`src/include/flash_erase_pkg.sv`:
```
// Purpose: Shared constants for the erase and suspend command sequencer.
// Assumes: Byte-wide command frames, MSB first, SPI mode 0 or 3 sampling.
// Notes: Latencies are given in microseconds and turned into ref_clk cycles here.
package flash_erase_pkg;

	// ----------------------------------------------------------------
	// Command bytes
	// ----------------------------------------------------------------
	localparam logic [7:0] CMD_ERASE_4K = 8'h20;
	localparam logic [7:0] CMD_ERASE_32K = 8'h52;
	localparam logic [7:0] CMD_ERASE_64K = 8'hD8;
	localparam logic [7:0] CMD_CHIP_A = 8'h60;
	localparam logic [7:0] CMD_CHIP_B = 8'hC7;
	localparam logic [7:0] CMD_SUSPEND = 8'hB0;
	localparam logic [7:0] CMD_RESUME = 8'hD0;
	localparam logic [7:0] CMD_WR_ENABLE = 8'h06;
	// Opcode of a page program; not decoded, programs start from program_start.
	localparam logic [7:0] CMD_PROGRAM = 8'h02;

	// ----------------------------------------------------------------
	// Address layout
	// ----------------------------------------------------------------
	localparam int ADDR_W = 24;
	localparam int SECTOR_LSB = 16;
	localparam int SECTOR_W = 8;
	localparam int BLK4_LSB = 12;
	localparam int BLK32_LSB = 15;
	localparam int BLK64_LSB = 16;
	localparam int ADDR_BYTES = 3;

	// ----------------------------------------------------------------
	// Timing (ref_clk is 25 MHz)
	// ----------------------------------------------------------------
	localparam int CLK_MHZ = 25;
	localparam int BLOCK_ERASE_US = 400;
	localparam int CHIP_ERASE_US = 1000;
	localparam int SUSPEND_US = 20;
	localparam int RESUME_US = 20;
	localparam int BLOCK_ERASE_CYC = BLOCK_ERASE_US * CLK_MHZ;
	localparam int CHIP_ERASE_CYC = CHIP_ERASE_US * CLK_MHZ;
	localparam int SUSPEND_CYC = SUSPEND_US * CLK_MHZ;
	localparam int RESUME_CYC = RESUME_US * CLK_MHZ;
	localparam int CNT_W = 32;

	// Kind of operation the array engine is busy with.
	typedef enum logic [1:0] {OP_NONE, OP_ERASE, OP_PROGRAM} op_type;

endpackage : flash_erase_pkg

```
`src/rtl/serial_flash_erase_suspend.sv`:
```
// Purpose: Erase, chip erase, suspend and resume command sequencer.
// Assumes: Protection, lockdown and erase verify come in as plain ports.
// Notes: All status bits are plain outputs, each straight from a flop.
`timescale 1ns/1ps
module serial_flash_erase_suspend
	import flash_erase_pkg::*;
#(
	parameter int BLOCK_ERASE_CYCLES = flash_erase_pkg::BLOCK_ERASE_CYC,
	parameter int CHIP_ERASE_CYCLES = flash_erase_pkg::CHIP_ERASE_CYC,
	parameter int SUSPEND_CYCLES = flash_erase_pkg::SUSPEND_CYC,
	parameter int RESUME_CYCLES = flash_erase_pkg::RESUME_CYC
) (
	input wire logic ref_clk,
	input wire logic arst_n,
	input wire logic sclk_pin,
	input wire logic cs_n_pin,
	input wire logic mosi_pin,
	input wire logic [31:0] sector_protected,
	input wire logic [31:0] sector_locked,
	input wire logic erase_verify_fail,
	input wire logic program_start,
	input wire logic [flash_erase_pkg::ADDR_W-1:0] program_addr,
	input wire logic program_done,
	input wire logic [flash_erase_pkg::ADDR_W-1:0] read_addr,
	output logic write_enable_latch,
	output logic ready_busy_flag,
	output logic erase_program_error_flag,
	output logic program_suspended_flag,
	output logic erase_suspended_flag,
	output logic erase_start,
	output logic [flash_erase_pkg::ADDR_W-1:0] erase_base,
	output logic [flash_erase_pkg::ADDR_W-1:0] erase_size,
	output logic read_undefined
);
	import flash_erase_pkg::*;

	// ----------------------------------------------------------------
	// Frame receiver
	// ----------------------------------------------------------------
	logic [7:0] rx_byte; // Last whole byte received.
	logic rx_valid; // Pulse per received byte.
	logic rx_start; // Pulse at select fall.
	logic rx_end; // Pulse at select rise.
	logic rx_aligned; // Release fell on a byte boundary.

	serial_frame_rx u_rx (
		.ref_clk(ref_clk),
		.arst_n(arst_n),
		.sclk_pin(sclk_pin),
		.cs_n_pin(cs_n_pin),
		.mosi_pin(mosi_pin),
		.byte_data(rx_byte),
		.byte_valid(rx_valid),
		.frame_start(rx_start),
		.frame_end(rx_end),
		.frame_aligned(rx_aligned)
	);

	// ----------------------------------------------------------------
	// Command capture
	// ----------------------------------------------------------------
	logic [7:0] opcode_ff; // First byte of the frame.
	logic [2:0] nbytes_ff; // Bytes seen, saturating at four.
	logic [ADDR_W-1:0] addr_ff; // Address bytes, MSB first.

	// Bytes past the third address byte are dropped here.
	always_ff @(posedge ref_clk or negedge arst_n)
	begin
		if (!arst_n)
		begin
			opcode_ff <= 8'h00;
			nbytes_ff <= 3'h0;
			addr_ff <= '0;
		end
		else if (rx_start)
			nbytes_ff <= 3'h0;
		else if (rx_valid && nbytes_ff != 3'h4)
		begin
			nbytes_ff <= nbytes_ff + 3'h1;
			if (nbytes_ff == 3'h0)
				opcode_ff <= rx_byte;
			else
				addr_ff <= {addr_ff[15:0], rx_byte};
		end
	end

	// Decode of what the frame asks for.
	function automatic logic [ADDR_W-1:0] blk_size(input logic [7:0] op);
		blk_size = (op == CMD_ERASE_4K) ? 24'h00_1000 :
			(op == CMD_ERASE_32K) ? 24'h00_8000 : 24'h01_0000;
	endfunction : blk_size

	wire have_op = nbytes_ff != 3'h0; // An earlier frame's opcode never counts.
	wire is_blk = have_op && ((opcode_ff == CMD_ERASE_4K) || (opcode_ff == CMD_ERASE_32K)
		|| (opcode_ff == CMD_ERASE_64K));
	wire is_chip = have_op && ((opcode_ff == CMD_CHIP_A) || (opcode_ff == CMD_CHIP_B));
	wire good_end = rx_end && rx_aligned && have_op;
	wire bad_end = rx_end && (!rx_aligned || !have_op);
	wire addr_full = nbytes_ff >= 3'(1 + ADDR_BYTES);
	wire [ADDR_W-1:0] size_sel = blk_size(opcode_ff);
	wire [ADDR_W-1:0] base_sel = addr_ff & ~(size_sel - 24'h00_0001);
	wire [4:0] tgt_sector = addr_ff[20:16];
	wire tgt_prot = sector_protected[tgt_sector] | sector_locked[tgt_sector];
	wire any_prot = (|sector_protected) | (|sector_locked);

	// ----------------------------------------------------------------
	// Operation engine
	// ----------------------------------------------------------------
	typedef enum logic [2:0] {S_IDLE, S_ERASE, S_PROG, S_SUSPENDING, S_RESUMING} state_type;
	state_type state_ff;
	logic [CNT_W-1:0] cnt_ff; // Remaining cycles of the timed phase.
	logic [CNT_W-1:0] erase_left_ff; // Erase cycles left when suspended.
	op_type susp_op_ff; // Operation being halted or resumed.
	logic [4:0] es_sector_ff; // Sector of the suspended erase.
	logic [4:0] ps_sector_ff; // Sector of the suspended program.
	logic [4:0] run_sector_ff; // Sector of the running operation.

	wire in_susp = program_suspended_flag | erase_suspended_flag;
	wire wel_ok = write_enable_latch;
	wire blk_cmd = good_end && is_blk && state_ff == S_IDLE;
	wire blk_conflict = program_suspended_flag && tgt_sector == ps_sector_ff;
	// Block and chip erase are never allowed while anything is suspended.
	wire blk_go = blk_cmd && wel_ok && addr_full && !tgt_prot && !in_susp;
	wire blk_fail = state_ff == S_IDLE && is_blk && rx_end && !in_susp
		&& (!rx_aligned || !addr_full || tgt_prot);
	wire blk_psusp = blk_cmd && program_suspended_flag && blk_conflict;
	wire chip_go = good_end && is_chip && state_ff == S_IDLE && wel_ok
		&& !any_prot && !in_susp;
	wire chip_fail = state_ff == S_IDLE && is_chip && !in_susp
		&& ((rx_end && have_op && !rx_aligned) || (good_end && any_prot));
	// Program into an erase-suspended sector aborts; a different sector runs.
	wire prog_bad = program_start && erase_suspended_flag
		&& program_addr[20:16] == es_sector_ff;
	wire prog_go = program_start && state_ff == S_IDLE && !program_suspended_flag && !prog_bad;
	wire susp_go = good_end && opcode_ff == CMD_SUSPEND
		&& (state_ff == S_ERASE || state_ff == S_PROG);
	wire res_go = good_end && opcode_ff == CMD_RESUME && state_ff == S_IDLE && in_susp;
	wire wren_go = good_end && opcode_ff == CMD_WR_ENABLE
		&& !program_suspended_flag;
	wire cnt_zero = cnt_ff == '0;
	wire [CNT_W-1:0] cnt_dec = cnt_ff - 32'h0000_0001;
	wire erase_fin = state_ff == S_ERASE && cnt_zero;

	// Main sequencing of timed phases.
	always_ff @(posedge ref_clk or negedge arst_n)
	begin
		if (!arst_n)
		begin
			state_ff <= S_IDLE;
			cnt_ff <= '0;
			erase_left_ff <= '0;
			susp_op_ff <= OP_NONE;
			run_sector_ff <= 5'h00;
			es_sector_ff <= 5'h00;
			ps_sector_ff <= 5'h00;
			program_suspended_flag <= 1'b0;
			erase_suspended_flag <= 1'b0;
		end
		else
		begin
			unique case (state_ff)
				S_IDLE:
				begin
					if (blk_go && !blk_conflict)
					begin
						state_ff <= S_ERASE;
						cnt_ff <= CNT_W'(BLOCK_ERASE_CYCLES - 1);
						run_sector_ff <= tgt_sector;
					end
					else if (chip_go)
					begin
						state_ff <= S_ERASE;
						cnt_ff <= CNT_W'(CHIP_ERASE_CYCLES - 1);
					end
					else if (prog_go)
					begin
						state_ff <= S_PROG;
						run_sector_ff <= program_addr[20:16];
					end
					else if (res_go)
					begin
						state_ff <= S_RESUMING;
						cnt_ff <= CNT_W'(RESUME_CYCLES - 1);
						// A suspended program always goes first.
						susp_op_ff <= program_suspended_flag ? OP_PROGRAM : OP_ERASE;
					end
				end
				S_ERASE:
				begin
					cnt_ff <= cnt_dec;
					if (susp_go)
					begin
						state_ff <= S_SUSPENDING;
						erase_left_ff <= cnt_ff;
						susp_op_ff <= OP_ERASE;
						cnt_ff <= CNT_W'(SUSPEND_CYCLES - 1);
					end
					else if (cnt_zero)
						state_ff <= S_IDLE;
				end
				S_PROG:
				begin
					if (susp_go)
					begin
						state_ff <= S_SUSPENDING;
						susp_op_ff <= OP_PROGRAM;
						cnt_ff <= CNT_W'(SUSPEND_CYCLES - 1);
					end
					else if (program_done)
						state_ff <= S_IDLE;
				end
				S_SUSPENDING:
				begin
					cnt_ff <= cnt_dec;
					if (cnt_zero)
					begin
						// Halted: raise the matching flag and go ready.
						state_ff <= S_IDLE;
						if (susp_op_ff == OP_ERASE)
						begin
							erase_suspended_flag <= 1'b1;
							es_sector_ff <= run_sector_ff;
						end
						else
						begin
							program_suspended_flag <= 1'b1;
							ps_sector_ff <= run_sector_ff;
						end
					end
				end
				S_RESUMING:
				begin
					cnt_ff <= cnt_dec;
					if (cnt_zero)
					begin
						// Back to the halted work; its flag drops.
						if (susp_op_ff == OP_PROGRAM)
						begin
							program_suspended_flag <= 1'b0;
							state_ff <= S_PROG;
							run_sector_ff <= ps_sector_ff;
						end
						else
						begin
							erase_suspended_flag <= 1'b0;
							state_ff <= S_ERASE;
							cnt_ff <= erase_left_ff;
							run_sector_ff <= es_sector_ff;
						end
					end
				end
			endcase
		end
	end

	// ----------------------------------------------------------------
	// Status and array outputs
	// ----------------------------------------------------------------
	wire wel_clear = blk_fail || blk_psusp || chip_fail || prog_bad
		|| (blk_go && !blk_conflict) || chip_go;
	wire busy_next = state_ff != S_IDLE && !(state_ff == S_SUSPENDING && cnt_zero);
	wire [4:0] rd_sector = read_addr[20:16];

	// Status flags and erase request toward the array.
	always_ff @(posedge ref_clk or negedge arst_n)
	begin
		if (!arst_n)
		begin
			write_enable_latch <= 1'b0;
			ready_busy_flag <= 1'b0;
			erase_program_error_flag <= 1'b0;
			erase_start <= 1'b0;
			erase_base <= '0;
			erase_size <= '0;
			read_undefined <= 1'b0;
		end
		else
		begin
			// Clearing at erase launch satisfies "before it finishes".
			if (wren_go)
				write_enable_latch <= 1'b1;
			else if (wel_clear)
				write_enable_latch <= 1'b0;
			ready_busy_flag <= busy_next;
			// Verify result is sampled as the timed erase completes.
			if (blk_go || chip_go)
				erase_program_error_flag <= 1'b0;
			else if (erase_fin && erase_verify_fail)
				erase_program_error_flag <= 1'b1;
			erase_start <= (blk_go && !blk_conflict) || chip_go;
			if (blk_go)
			begin
				erase_base <= base_sel;
				erase_size <= size_sel;
			end
			else if (chip_go)
			begin
				erase_base <= '0;
				erase_size <= '1;
			end
			// Reads into a halted sector return undefined data.
			read_undefined <= (erase_suspended_flag && rd_sector == es_sector_ff)
				|| (program_suspended_flag && rd_sector == ps_sector_ff);
		end
	end

	// ----------------------------------------------------------------
	// Checks
	// ----------------------------------------------------------------
	chk_no_wel_no_erase: assert property (@(posedge ref_clk) disable iff (!arst_n)
		erase_start |-> $past(write_enable_latch))
		else $error("Erase started with latch clear.");
	chk_erase_busy: assert property (@(posedge ref_clk) disable iff (!arst_n)
		erase_start |-> ##1 ready_busy_flag)
		else $error("Busy not shown during erase.");
	chk_bad_end_noop: assert property (@(posedge ref_clk) disable iff (!arst_n)
		(bad_end && state_ff == S_IDLE) |=> !erase_start)
		else $error("Erase after misaligned release.");
	chk_wel_clear_abort: assert property (@(posedge ref_clk) disable iff (!arst_n)
		(blk_fail && !wren_go) |=> !write_enable_latch)
		else $error("Latch kept after aborted erase.");
	chk_wren_sets: assert property (@(posedge ref_clk) disable iff (!arst_n)
		wren_go |=> write_enable_latch)
		else $error("Write enable not set.");
	logic [CNT_W-1:0] susp_age_ff; // Halt cycles, counted so no long delay range is needed.
	always_ff @(posedge ref_clk or negedge arst_n)
	begin
		if (!arst_n)
			susp_age_ff <= '0;
		else
			susp_age_ff <= (state_ff == S_SUSPENDING) ? susp_age_ff + 32'h0000_0001 : '0;
	end
	chk_suspend_flag: assert property (@(posedge ref_clk) disable iff (!arst_n)
		(state_ff == S_SUSPENDING && susp_op_ff == OP_ERASE
		&& susp_age_ff == CNT_W'(SUSPEND_CYCLES - 1)) |=> erase_suspended_flag)
		else $error("Erase suspend flag not raised within the latency.");
	chk_prog_first: assert property (@(posedge ref_clk) disable iff (!arst_n)
		(res_go && program_suspended_flag) |=> susp_op_ff == OP_PROGRAM)
		else $error("Erase resumed before program.");
	chk_base_aligned: assert property (@(posedge ref_clk) disable iff (!arst_n)
		erase_start |-> (erase_base & (erase_size - 24'h00_0001)) == '0)
		else $error("Erase base not block aligned.");
endmodule : serial_flash_erase_suspend

```
`src/rtl/serial_frame_rx.sv`:
```
// Purpose: Samples the serial clock, select and data pins and frames bytes.
// Assumes: Pins are asynchronous to ref_clk and much slower than it.
// Notes: Data is taken on the rising edge of the serial clock, MSB first.
`timescale 1ns/1ps
module serial_frame_rx (
	input wire logic ref_clk,
	input wire logic arst_n,
	input wire logic sclk_pin,
	input wire logic cs_n_pin,
	input wire logic mosi_pin,
	output logic [7:0] byte_data,
	output logic byte_valid,
	output logic frame_start,
	output logic frame_end,
	output logic frame_aligned
);
	// ----------------------------------------------------------------
	// Synchronisers
	// ----------------------------------------------------------------
	logic [2:0] meta_ff; // First stage, read only by the second stage.
	logic [2:0] sync_ff; // Second stage, safe to use.
	logic sclk_d_ff; // Delayed clock level for edge detection.
	logic cs_d_ff; // Delayed select level for edge detection.
	logic [2:0] bit_cnt_ff; // Bits shifted into the current byte.
	logic [7:0] shift_ff; // Byte under assembly.

	// Two flops for each pin before any logic sees it.
	always_ff @(posedge ref_clk or negedge arst_n)
	begin
		if (!arst_n)
		begin
			meta_ff <= 3'b010;
			sync_ff <= 3'b010;
		end
		else
		begin
			meta_ff <= {sclk_pin, cs_n_pin, mosi_pin};
			sync_ff <= meta_ff;
		end
	end

	wire sclk_s = sync_ff[2];
	wire cs_s = sync_ff[1];
	wire mosi_s = sync_ff[0];
	wire sclk_rise = sclk_s & ~sclk_d_ff;
	wire cs_fall = ~cs_s & cs_d_ff;
	wire cs_rise = cs_s & ~cs_d_ff;
	wire shift_now = sclk_rise & ~cs_s;
	wire byte_done = shift_now & (bit_cnt_ff == 3'h7);

	// Shift bits in while selected; the count restarts at each new frame.
	always_ff @(posedge ref_clk or negedge arst_n)
	begin
		if (!arst_n)
		begin
			sclk_d_ff <= 1'b0;
			cs_d_ff <= 1'b1;
			bit_cnt_ff <= 3'h0;
			shift_ff <= 8'h00;
			byte_data <= 8'h00;
			byte_valid <= 1'b0;
			frame_start <= 1'b0;
			frame_end <= 1'b0;
			frame_aligned <= 1'b0;
		end
		else
		begin
			sclk_d_ff <= sclk_s;
			cs_d_ff <= cs_s;
			byte_valid <= byte_done;
			frame_start <= cs_fall;
			frame_end <= cs_rise;
			frame_aligned <= (bit_cnt_ff == 3'h0);
			if (cs_fall)
				bit_cnt_ff <= 3'h0;
			else if (shift_now)
				bit_cnt_ff <= bit_cnt_ff + 3'h1;
			if (shift_now)
				shift_ff <= {shift_ff[6:0], mosi_s};
			if (byte_done)
				byte_data <= {shift_ff[6:0], mosi_s};
		end
	end
endmodule : serial_frame_rx

```
`config.mk`:
```
export PLATFORM = sky130hd
export DESIGN_NAME = serial_flash_erase_suspend
export DESIGN_NICKNAME = d
export VERILOG_FILES = /design/src/include/flash_erase_pkg.sv /design/src/rtl/serial_flash_erase_suspend.sv /design/src/rtl/serial_frame_rx.sv
export SDC_FILE = /design/constraint.sdc
export NUM_CORES = 1
export LEC_CHECK = 0
export ABC_AREA = 1
export ABC_CLOCK_PERIOD_IN_PS = 2900
export BUFFER_PORTS_ARGS = -buffer_cell sky130_fd_sc_hd__buf_4
export CAP_MARGIN = 20
export CORE_MARGIN = 2
export CORE_UTILIZATION = 57
export CTS_BUF_LIST = sky130_fd_sc_hd__clkbuf_16
export DETAILED_ROUTE_END_ITERATION = 7
export PLACE_DENSITY = 0.81
export SYNTH_ARGS = -nofsm -noshare
export SYNTH_HDL_FRONTEND = slang
export SYNTH_SLANG_ARGS = --single-unit
export TNS_END_PERCENT = 5
```
`constraint.sdc`:
```
create_clock -name ref_clk -period 2.9 [get_ports ref_clk]
set_input_delay 0.29 -clock ref_clk [delete_from_list [all_inputs] [get_ports ref_clk]]
set_output_delay 0.29 -clock ref_clk [all_outputs]
set_load 0.01 [all_outputs]
```
Word-level counts from Yosys, hierarchy flattened
Cells that the tools add are included.
{ "totals": {"reg_bits": 204} }
{ "classes": {"magnitude_cmp": 2, "add_sub_neg": 4, "eq_ne": 38, "bitwise_logic": 16, "muxes": 62, "reduce_logical": 99} }
{ "ops": {"columns": ["operator", "count"], "rows": [
  ["32-bit 2-to-1 mux", 8],
  ["32-bit one-hot mux with 5 select lines", 1],
  ["24-bit 2-to-1 mux", 4],
  ["32-bit OR reduction", 2],
  ["1-bit logical AND", 48],
  ["3-bit 2-to-1 mux", 13],
  ["17-bit 2-to-1 mux", 2],
  ["8-bit equality test (second input constant)", 4],
  ["32-bit logical NOT", 1],
  ["32-bit by 1-bit subtractor with 32-bit output (second input constant)", 1],
  ["5-bit 2-to-1 mux", 5],
  ["24-bit bitwise AND", 1],
  ["2-bit != test (second input constant)", 12],
  ["24-bit NOT", 1],
  ["5-bit equality test", 4],
  ["3-bit AND reduction", 6],
  ["17-bit by 1-bit subtractor with 18-bit output (second input constant)", 1],
  ["8-bit by 7-bit equality test with 1-bit output (second input constant)", 2],
  ["2-bit 2-to-1 mux", 8],
  ["1-bit logical OR", 15],
  ["3-bit one-hot mux with 5 select lines", 1],
  ["1-bit 2-to-1 mux", 14],
  ["2-bit nonzero test", 7],
  ["1-bit binary-select mux with 5-bit select", 2],
  ["other kinds (27)", 58]
]} }

Longest topological paths before layout
Gate-level depths: netlist of run 1.
{ "logic_depth": {"depth_word": 15, "depth_mapped": 17, "mapped_depth_nobuf": 16} }

Cells and area by module
A second synthesis of run 1 with hierarchy kept.
{ "hier_totals": {"cells_unflattened": 1252, "area_unflattened_um2": 9728.1} }
{ "modules_own_cells": {"columns": ["mod", "instances", "cells_each", "area_per_inst_um2"], "rows": [
  ["serial_flash_erase_suspend", 1, 1146, 8585.7],
  ["serial_frame_rx", 1, 106, 1142.3]
]} }

Least setup slack after synthesis of run 1
OpenSTA, ideal clock, no wires.
{ "synth_timing": {"path_kind": "reg-to-reg", "startpoint": "reg nbytes_ff[0]", "endpoint": "reg erase_left_ff[11]", "slack_ns": 0.852, "n_path_buf": 1, "period_less_slack_ns": 2.048, "setup_time_ns": 0.128, "arrival_time_ns": 1.921, "path_stages_with_launch": 11, "path_cell_list": "dfrtp_1 -> inv_1 -> ha_1 -> inv_1 -> nor2_2 -> nor3_4 -> nand2_1 -> nor3_2 -> nand2_1 -> buf_2 -> mux2_1"} }
{ "synth_via": {"elab_chain_cells": 5} }
{ "synth_lines": {"columns": ["element", "line", "rtl"], "rows": [
  ["start: declaration", "serial_flash_erase_suspend.sv:63", "logic [2:0] nbytes_ff;"],
  ["start signal: assignment", "serial_flash_erase_suspend.sv:79", "nbytes_ff <= nbytes_ff + 3'h1;"],
  ["3-bit nonzero test", "serial_flash_erase_suspend.sv:93", "wire have_op = nbytes_ff != 3'h0;"],
  ["1-bit logical AND", "serial_flash_erase_suspend.sv:97", "wire good_end = rx_end && rx_aligned && have_op;"],
  ["1-bit logical AND", "serial_flash_erase_suspend.sv:135", "wire susp_go = good_end && opcode_ff == CMD_SUSPEND"],
  ["1-bit logical AND", "serial_flash_erase_suspend.sv:136", "&& (state_ff == S_ERASE || state_ff == S_PROG);"],
  ["2-bit AND reduction (no source line)", null, null],
  ["end signal: assignment", "serial_flash_erase_suspend.sv:194", "erase_left_ff <= cnt_ff;"],
  ["end: declaration", "serial_flash_erase_suspend.sv:112", "logic [CNT_W-1:0] erase_left_ff;"]
]} }
No other way between the ends.
A chain may end at the register's enable or synchronous reset.

Final worst setup path of run 1
{ "layout_timing": {"startpoint": "reg cnt_ff[22]", "endpoint": "reg cnt_ff[14]"} }
{ "layout_via": {"elab_chain_cells": 3} }
{ "layout_lines": {"columns": ["element", "line", "rtl"], "rows": [
  ["start: declaration", "serial_flash_erase_suspend.sv:111", "logic [CNT_W-1:0] cnt_ff;"],
  ["start signal: assignment", "serial_flash_erase_suspend.sv:167", "cnt_ff <= CNT_W'(BLOCK_ERASE_CYCLES - 1);"],
  ["start signal: assignment", "serial_flash_erase_suspend.sv:173", "cnt_ff <= CNT_W'(CHIP_ERASE_CYCLES - 1);"],
  ["start signal: assignment", "serial_flash_erase_suspend.sv:183", "cnt_ff <= CNT_W'(RESUME_CYCLES - 1);"],
  ["32-bit logical NOT", "serial_flash_erase_suspend.sv:140", "wire cnt_zero = cnt_ff == '0;"],
  ["32-bit 2-to-1 mux", "serial_flash_erase_suspend.sv:234", "if (cnt_zero)"],
  ["32-bit one-hot mux with 5 select lines", "serial_flash_erase_suspend.sv:161", "unique case (state_ff)"]
]} }
No other way between the ends.

==> impl_metrics.ini, run 1 <==
[power_and_ir_drop]
power_leakage_nw = 6.10
irDropWorstVdd_v = 0.000600
p_clk_frac = 0.295
internal_power_mw = 4.85
powerDensity_nw_per_um2 = 688
totalPowerFinal_mw = 7.95
seqPwrFrac = 0.366
power.switching_mw = 3.10
p_comb_frac = 0.339
switching_share = 0.389

[setup_path]
end_kind = flop
path_max_fanout = 7
worst-setup-path-type = reg2reg
crit_required_ns = 3.22
arrival_ns = 2.95
rr_startpoint = cnt_ff[22]$_DFFE_PN0P_
critPathLaunchType = flop
r2r-end = cnt_ff[14]$_DFFE_PN0P_
r2r_slack_ns = 0.27
reg2reg_depth = 12

[clock_tree]
clock_path_buffers = 2
cts_tree = built
cts.clk_slew.worst_paths_ns = 0.07
cts_root_buf = clkbuf_16
worstSkewPairLatency_ns = 0.44
htreeDepth = 4
numCtsBuffers = 17
cts_setup_buffers = 0
cts.sinks = 172

[die]
die_w_um = 136
initial_utilization = 0.578
dieArea_um2 = 18400
core-area_um2 = 17100
pin_count = 175
chipHeight_um = 136
placementRows = 48

[finish]
areaGrowthSynthToFinish_pct = 16.8
final_nets = 1574
layout-drive-gt1-share = 0.151
final_util = 0.675
design_area_um2 = 11600
final_cells = 1685
layout.cells.most_common = nand2_1
final_cell_mix = nand2_1 (357), dfrtp_1 (169), inv_1 (160), buf_4 (143), nor2_1 (138)
fillers = 1377
n_antenna_cell = 0

[drt]
drc = 0
ant_nets = 0
wl_per_cell_um = 15.0
route.vias.total = 9280
via_per_inst = 5.51
drt_iter0_drc = 791
postRouteWirelength_um = 25300
firstDrtPassIters = 5

[grt]
antenna_found_initial = 0
grt_pass1_vias = 8778
grt_first_pass_wirelength_um = 41800
grt_overflow = 0
grt_max_degree = 68
grt.total_usage = 0.283

[sta]
min_period_ns = 2.63
worst_pin_slew_ns = 0.684
slew_headroom = 0.544
finalCritPeriodShare = 0.907
hold_violations = 0
rsz0062_at_grt = no
fmax_mhz = 380
clock_skew_ns = 0.0108
slew_viol_final = 0
tns_ns = 0
setup_viol = 0

[logic_synthesis]
synthCells = 1331
ys_seq_elements = 172
synth.avg_cell_area_um2 = 7.43
ys.flop_type = dfrtp_1
synth_area_um2 = 9890
synth-edff-count = 0
ys_types = 42
yosysWarnings = 0
synth_seq_area_share = 0.435
synthArstFlopShare = 1.00

[place]
place.gp.congestion = 0.932
port_buffers = 124
numPlacedInstances = 1649
dp_hpwl_um = 18300
post_dp_cell_area_um2 = 10900

[run]
drv_cap = 0

[status]
outcome = complete, no violations

[hold_path]
min_path_type = in2reg
hold_end = erase_program_error_flag$_DFFE_PN0P_
hp-start = erase_verify_fail
min_delay_path_depth = 3
[layout make-up]
cell class | count | area (µm²) | share of cell area
Clock inverter | 15 | 183 | 0.0158
Inverter | 175 | 657 | 0.0569
Tap cell | 225 | 282 | 0.0244
Multi-Input combinational cell | 932 | 4550 | 0.394
Sequential cell | 172 | 4310 | 0.373
Timing Repair Buffer | 149 | 1140 | 0.0991
Clock buffer | 17 | 425 | 0.0368
[power by group through the flow]
stage	Clock (mW)	Combinational, mW	Sequential (mW)
2_1_floorplan	0	1.93	2.90
3_3_place_gp	0	2.55	2.94
3_5_place_dp	0	2.61	2.95
4_1_cts	2.38	2.66	2.90
5_1_grt	2.46	3.04	2.94
6_report	2.34	2.69	2.91
[repair_timing]
| item | 4_1_cts | 5_1_grt |
|---|---|---|
| endpoints found under the hold margin | 64 | 0 |
| hold buffers | 4 | 0 |
| resized for setup | 0 | 0 |
[stage by stage]
step           setup slack [ns]  hold WS [ns]
6_report                  0.269         0.144
3_5_place_dp              0.343         0.316
5_1_grt                  0.0511         0.162
4_1_cts                   0.324         0.136
3_3_place_gp              0.461         0.311
2_1_floorplan             0.852      -0.00559
[registers in the layout, indices dropped and copies added (netlist names), 3 cells and up]
name,cells
cnt_ff,32
erase_left_ff,32
addr_ff,24
erase_base,12
opcode_ff,8
u_rx.byte_data,8
u_rx.shift_ff,7
es_sector_ff,5
ps_sector_ff,5
run_sector_ff,5
erase_size,4
nbytes_ff,3
state_ff,3
u_rx.bit_cnt_ff,3
u_rx.meta_ff,3
u_rx.sync_ff,3
[worst max-delay path: stages (launching register included)]
cell and delay (ns):
dfrtp_1 0.42, nor2_1 0.27, nand3_1 0.18, nor2_1 0.20
nand3_1 0.14, nor2_2 0.26, nor2_1 0.15, inv_2 0.10
nand2_1 0.06, nor2_2 0.34, nor2_1 0.10, a211oi_1 0.22
nand2_1 0.08
[routing by layer]
| layer | routed length (µm) | track usage |
|---|---|---|
| met1 | 11100 | 0.390 |
| met2 | 11800 | 0.450 |
| met3 | 1830 | 0.0527 |
| met4 | 553 | 0.102 |
| met5 | 0 | 0 |
[worst max-delay path by stage]
stage,from,endpoint,slack [ns],cells past startpoint
2_1_floorplan,nbytes_ff[0]$_DFFE_PN0P_,erase_left_ff[11]$_DFFE_PN0P_,0.85,10
3_3_place_gp,nbytes_ff[0]$_DFFE_PN0P_,cnt_ff[18]$_DFFE_PN0P_,0.46,14
3_5_place_dp,cnt_ff[22]$_DFFE_PN0P_,cnt_ff[14]$_DFFE_PN0P_,0.34,12
4_1_cts,cnt_ff[22]$_DFFE_PN0P_,cnt_ff[14]$_DFFE_PN0P_,0.32,12
5_1_grt,cnt_ff[22]$_DFFE_PN0P_,cnt_ff[14]$_DFFE_PN0P_,0.05,12
6_report,cnt_ff[22]$_DFFE_PN0P_,cnt_ff[14]$_DFFE_PN0P_,0.27,12
[Yosys cell counts, types with 11 or more instances]
master,number,area share
nand2_1,357,0.14
nor2_1,139,0.053
nor3_1,28,0.014
a21oi_1,29,0.015
dfrtp_1,169,0.43
xor2_1,24,0.021
nand4_1,27,0.017
o21ai_1,26,0.013
inv_1,160,0.061
inv_2,13,0.0049
mux2_2,16,0.018
buf_4,38,0.029
o21ai_0,80,0.040
clkbuf_1,11,0.0042
nand3_1,112,0.057
[cell families (layout without fill, tap and decap cells)]
family	Yosys count	count (layout)	share of synthesized area
buffers and inverters	238	356	0.109
other	1	12	0.000379
AND/OR/NAND/NOR	685	685	0.294
AO/OA/AOI/OAI	176	176	0.0999
XOR/XNOR	27	27	0.0239
multiplexers	25	25	0.0285
flip-flops	172	172	0.435
adder cells (fa/ha/maj)	7	7	0.00885
Power figures use the tool's default switching activity.
==> run 2: changes to the inputs <==
- ABC_CLOCK_PERIOD_IN_PS: 2900 -> 2700
- PLACE_DENSITY: 0.81 -> 0.92
- clock period: 2.9 -> 2.7 ns (I/O delays scaled with it)
==> run 2 against run 1 <==
Against the previous run: non-clock buffer count increased by 3; setup slack lost 0.084 ns; combinational power increased by 8.6%; sequential power is 7.6% higher; via count up 3.2%; die area unchanged; first-iteration DRC count increased by 46%; critical endpoint is now erase_left_ff[24]$_DFFE_PN0P_; hold slack got worse by 0.019 ns; fmax rose by 4.6%; register-to-register slack worse by 0.08 ns; routed wire length rose by 4.0%; flip-flop and latch count is the same; largest power group unchanged.
==> impl_metrics.ini, run 2 (synthesis gave the netlist of run 1 again) <==
[status]
outcome = complete, no violations

[finish]
final_util = 0.677
final_nets = 1577
final_cell_mix = nand2_1 (357), dfrtp_1 (169), inv_1 (160), buf_4 (146), nor2_1 (138)
layout-drive-gt1-share = 0.153
final_cells = 1687
design_area_um2 = 11600
areaGrowthSynthToFinish_pct = 17.1
layout.cells.most_common = nand2_1
reg.largest.list = cnt_ff x32, erase_left_ff x32, addr_ff x24
n_antenna_cell = 0

[die]
pin_count = 175
placementRows = 48
initial_utilization = 0.578
dieArea_um2 = 18400
die_w_um = 136
chipHeight_um = 136
core-area_um2 = 17100

[setup_path]
cpPeakStageDelay_ns = 0.41
r2r_slack_ns = 0.18
reg2reg_depth = 10
arrival_ns = 2.82
path_delay_family = simple AND/OR/NAND/NOR gates
worst-setup-path-type = reg2reg
path_buf_inv = 3
end_kind = flop
slowest_stage = dfrtp_1
rr_startpoint = nbytes_ff[0]$_DFFE_PN0P_
critPathLaunchType = flop
crit_chain = inv_1 -> ha_1 -> inv_1 -> nor2_2 -> nor3_4 -> nand2_1 -> nor3_2 -> nand2_1 -> buf_4 -> mux2_1
crit_required_ns = 3.01
path_max_fanout = 44
r2r-end = erase_left_ff[24]$_DFFE_PN0P_

[drt]
postRouteWirelength_um = 26300
firstDrtPassIters = 5
ant_nets = 0
drt_iter0_drc = 1151
route.vias.total = 9578
wl_per_cell_um = 15.6
drc = 0
via_per_inst = 5.68

[clock_tree]
clock_path_buffers = 2
numCtsBuffers = 17
cts.sinks = 172
htreeDepth = 4
worstSkewPairLatency_ns = 0.43
cts_tree = built
cts.clk_slew.worst_paths_ns = 0.07
postCtsResizedCells = 0
cts_root_buf = clkbuf_16
holdBufCountCts = 4
cts_setup_buffers = 0

[place]
port_buffers = 124
numPlacedInstances = 1652
pre_cts_ws_ns = 0.270
place.gp.congestion = 0.935
dp_hpwl_um = 18600
post_dp_cell_area_um2 = 10900

[sta]
min_period_ns = 2.52
slew_headroom = 0.556
tns_ns = 0
finalWorstSetupSlack_ns = 0.185
finalCritPeriodShare = 0.932
rsz0062_at_grt = no
fmax_mhz = 398
setup_viol = 0
hold_violations = 0
worst_pin_slew_ns = 0.666
clock_skew_ns = 0.00984
whs_ns = 0.125
slew_viol_final = 0

[power_and_ir_drop]
irDropWorstVdd_v = 0.000528
powerDensity_nw_per_um2 = 746
power_leakage_nw = 6.12
totalPowerFinal_mw = 8.65

[hold_path]
hp-start = erase_verify_fail
min_path_type = in2reg
min_delay_path_depth = 3
hold_end = erase_program_error_flag$_DFFE_PN0P_

[grt]
grt_first_pass_wirelength_um = 42700
grt_pass1_vias = 9000
antenna_found_initial = 0
grt_overflow = 0
grt_max_degree = 70
grt.total_usage = 0.291

[run]
drv_cap = 0
[run 2: changes by cell type in the layout (fill, tap and decap cells not counted), sizes merged]
cell    before  now
clkinv       5    7
buf        145  148
inv        180  175
bufinv       2    4
[run 2: how the worst max path moves through the flow]
| stage | startpoint | end | slack, ns | cells after the start |
|---|---|---|---|---|
| after floorplan | nbytes_ff[0]$_DFFE_PN0P_ | erase_left_ff[11]$_DFFE_PN0P_ | 0.65 | 10 |
| after global placement | nbytes_ff[0]$_DFFE_PN0P_ | cnt_ff[1]$_DFFE_PN0P_ | 0.35 | 12 |
| after detailed placement | nbytes_ff[0]$_DFFE_PN0P_ | cnt_ff[4]$_DFFE_PN0P_ | 0.27 | 12 |
| after CTS | nbytes_ff[0]$_DFFE_PN0P_ | cnt_ff[4]$_DFFE_PN0P_ | 0.22 | 12 |
| after global routing | nbytes_ff[0]$_DFFE_PN0P_ | cnt_ff[12]$_DFFE_PN0P_ | 0.02 | 12 |
| final | nbytes_ff[0]$_DFFE_PN0P_ | erase_left_ff[24]$_DFFE_PN0P_ | 0.18 | 10 |
[run 2: worst reg2reg max path, cell delays in order, from the launching register on]
cell and delay, ns:
dfrtp_1 0.41, inv_1 0.06, ha_1 0.19, inv_1 0.08, nor2_2 0.07, nor3_4 0.30, nand2_1 0.15, nor3_2 0.29
nand2_1 0.15, buf_4 0.31, mux2_1 0.39
[run 2: routing by layer]
metal / share of wire / vias to the layer above / global-route usage
met2: 0.48 / 524 / 0.479
met4: 0.032 / 0 / 0.119
li1: - / 4503 / -
met3: 0.094 / 82 / 0.0587
met1: 0.40 / 4469 / 0.376
met5: 0 / - / 0
[run 2: cell type report]
cell class | count | area [µm²]
Inverter | 175 | 657
Timing Repair Buffer | 152 | 1170
Clock buffer | 17 | 425
Tap cell | 225 | 282
Clock inverter | 14 | 195
Multi-Input combinational cell | 932 | 4550
Sequential cell | 172 | 4310
Fill cell | 1304 | 5530
[run 2: power by group]
group	internal [mW]	total, mW	switching, mW
logic	0.965	2.92	1.95
clock network	1.55	2.60	1.05
registers	2.87	3.13	0.263
total	5.38	8.65	3.27
==> run 3: changes to the inputs <==
- BUFFER_PORTS_ARGS: -buffer_cell sky130_fd_sc_hd__buf_4 -> not set
- CORE_MARGIN: 2 -> 4
- CORE_UTILIZATION: 57 -> 60
- DONT_BUFFER_PORTS: not set -> 1
- PLACE_DENSITY: 0.92 -> 0.87
==> run 3 against run 2 <==
Against the previous run: the flow now finishes with violations (negative hold slack); global-route usage is 2.6 points lower; via count is 7.3% lower; sequential power hardly changed; critical path type unchanged; critical endpoint is now cnt_ff[29]$_DFFE_PN0P_.
==> impl_metrics.ini, run 3 (synthesis gave the netlist of run 1 again) <==
[sta]
worst_pin_slew_ns = 0.635
rsz0062_at_grt = no
finalCritPeriodShare = 0.918
hold_violations = 172
finalWorstSetupSlack_ns = 0.222
min_period_ns = 2.48
tns_ns = 0
whs_ns = -0.473
clock_skew_ns = 0.00896
slew_viol_final = 0
setup_viol = 0
slew_headroom = 0.577
fmax_mhz = 404

[clock_tree]
numCtsBuffers = 17
cts_setup_buffers = 0
cts_tree = built
holdBufCountCts = 3
cts.sinks = 172
worstSkewPairLatency_ns = 0.43
htreeDepth = 4
clock_path_buffers = 2
cts_root_buf = clkbuf_16
cts.clk_slew.worst_paths_ns = 0.07

[setup_path]
path_buf_inv = 2
slowest_stage = nor3_1
critPathLaunchType = flop
crit_start = nbytes_ff[0]$_DFFE_PN0P_
crit_required_ns = 3.02
crit_cells = 12
endpoint = cnt_ff[29]$_DFFE_PN0P_
r2r_slack_ns = 0.22
crit_chain = inv_1 -> ha_1 -> inv_1 -> nor2_2 -> nor3_4 -> nand3_1 -> nor3_1 -> a21oi_4 -> nand2_4 -> nand2_4 -> nand2_1 -> nand2_1
arrival_ns = 2.80
path_max_fanout = 32
path_delay_family = simple AND/OR/NAND/NOR gates
cpPeakStageDelay_ns = 0.43
reg2reg_depth = 12
worst-setup-path-type = reg2reg
rr_startpoint = nbytes_ff[0]$_DFFE_PN0P_
end_kind = flop
r2r-end = cnt_ff[29]$_DFFE_PN0P_

[finish]
fillers = 1363
layout.cells.most_common = nand2_1
n_antenna_cell = 0
layout-drive-gt1-share = 0.0741
seq_area_um2 = 4310
areaGrowthSynthToFinish_pct = 6.60
final_util = 0.659
reg.largest.list = cnt_ff x32, erase_left_ff x32, addr_ff x24
final_nets = 1450
multiInputGateArea_um2 = 4550
final_cell_mix = nand2_1 (357), dfrtp_1 (168), inv_1 (160), nor2_1 (138), nand3_1 (112)

[power_and_ir_drop]
powerDensity_nw_per_um2 = 772
seqPwrFrac = 0.385
irDropWorstVdd_v = 0.000650
p_clk_frac = 0.283
internal_power_mw = 4.94
switching_share = 0.393
power_leakage_nw = 5.47
power.switching_mw = 3.20
totalPowerFinal_mw = 8.14
p_comb_frac = 0.332

[grt]
grt_overflow = 0
antenna_found_initial = 0
grt_first_pass_wirelength_um = 39700
grt.total_usage = 0.265
grt_pass1_vias = 8325
grt_max_degree = 173

[die]
placementRows = 46
initial_utilization = 0.618
dieArea_um2 = 18600
core-area_um2 = 16000
pin_count = 175
chipHeight_um = 136
die_w_um = 136

[run]
drv_cap = 0

[status]
outcome = complete, but fails checks
violations = negative hold slack

[drt]
drc = 0
route.vias.total = 8875
via_per_inst = 5.72
postRouteWirelength_um = 23900
drt_iter0_drc = 866
ant_nets = 0
firstDrtPassIters = 6
wl_per_cell_um = 15.4

[place]
port_buffers = 0
place.gp.congestion = 0.960
pre_cts_ws_ns = 0.274
dp_hpwl_um = 17300

[hold_path]
min_path_type = in2async
[run 3: changes by cell type in the layout (fill, tap and decap cells not counted)]
cell and change:
inv_4 +1, inv_2 -1, dfrtp_1 -1, inv_8 +2, dfrtp_2 +1, inv_6 +7, buf_6 -1, clkinvlp_4 -2
dlygate4sd3_1 -1, clkinv_4 -3, clkinv_2 +1, bufinv_16 -4, buf_4 -125
[run 3: power groups by stage]
stage               Sequential, mW  Clock, mW  Combinational, mW
floorplan                     3.11          0               2.08
global placement              3.16          0               2.56
detailed placement            3.17          0               2.64
CTS                           3.13       2.33               2.68
global route                  3.17       2.44               3.07
finish                        3.14       2.30               2.71
[run 3: worst register-to-register path: stages (launching register included)]
cell,delay (ns)
dfrtp_1,0.39
inv_1,0.06
ha_1,0.19
inv_1,0.08
nor2_2,0.07
nor3_4,0.29
nand3_1,0.14
nor3_1,0.43
a21oi_4,0.13
nand2_4,0.13
nand2_4,0.24
nand2_1,0.15
nand2_1,0.06
[run 3: layer usage]
metal | GRT usage | up-vias | wire [µm] | share of wire
li1 | - | 4255 | - | -
met1 | 0.365 | 4165 | 10200 | 0.43
met2 | 0.412 | 399 | 10900 | 0.46
met3 | 0.0600 | 56 | 2290 | 0.096
met4 | 0.0969 | 0 | 546 | 0.023
met5 | 0 | - | 0 | 0
[run 3: what timing repair did]
item                                    in CTS  in global routing
gates resized for setup                      0                  2
hold endpoints to repair                   175                172
endpoints found under the setup margin       0                  2
[run 3: layout make-up]
class / count / area share
well taps: 216 / 0.0256
inverters: 175 / 0.0625
clock inverters: 15 / 0.0116
repair buffers: 25 / 0.0197
flip-flops and latches: 172 / 0.409
multi-input cells: 932 / 0.432
clock buffers: 17 / 0.0403
[run 3: worst min-delay path by stage]
| stage | startpoint | endpoint | slack (ns) | cells after the start |
|---|---|---|---|---|
| finish | arst_n | u_rx.sclk_d_ff$_DFF_PN0_ | -0.47 | 0 |
| global route | arst_n | u_rx.sync_ff[0]$_DFF_PN0_ | -0.49 | 0 |
| CTS | arst_n | u_rx.sync_ff[2]$_DFF_PN0_ | -0.49 | 0 |
| detailed placement | arst_n | u_rx.sync_ff[2]$_DFF_PN0_ | -0.02 | 0 |
| global placement | arst_n | u_rx.sync_ff[2]$_DFF_PN0_ | -0.02 | 0 |
| floorplan | arst_n | addr_ff[0]$_DFFE_PN0P_ | -0.03 | 0 |
[run 3: stage by stage]
step                      instance area [µm²]  std cells
final                                   10500       1552
after global routing                    10500       1552
after CTS                               10500       1552
after detailed placement                 9970       1517
after global placement                   9970       1517
after floorplan                          9930       1342
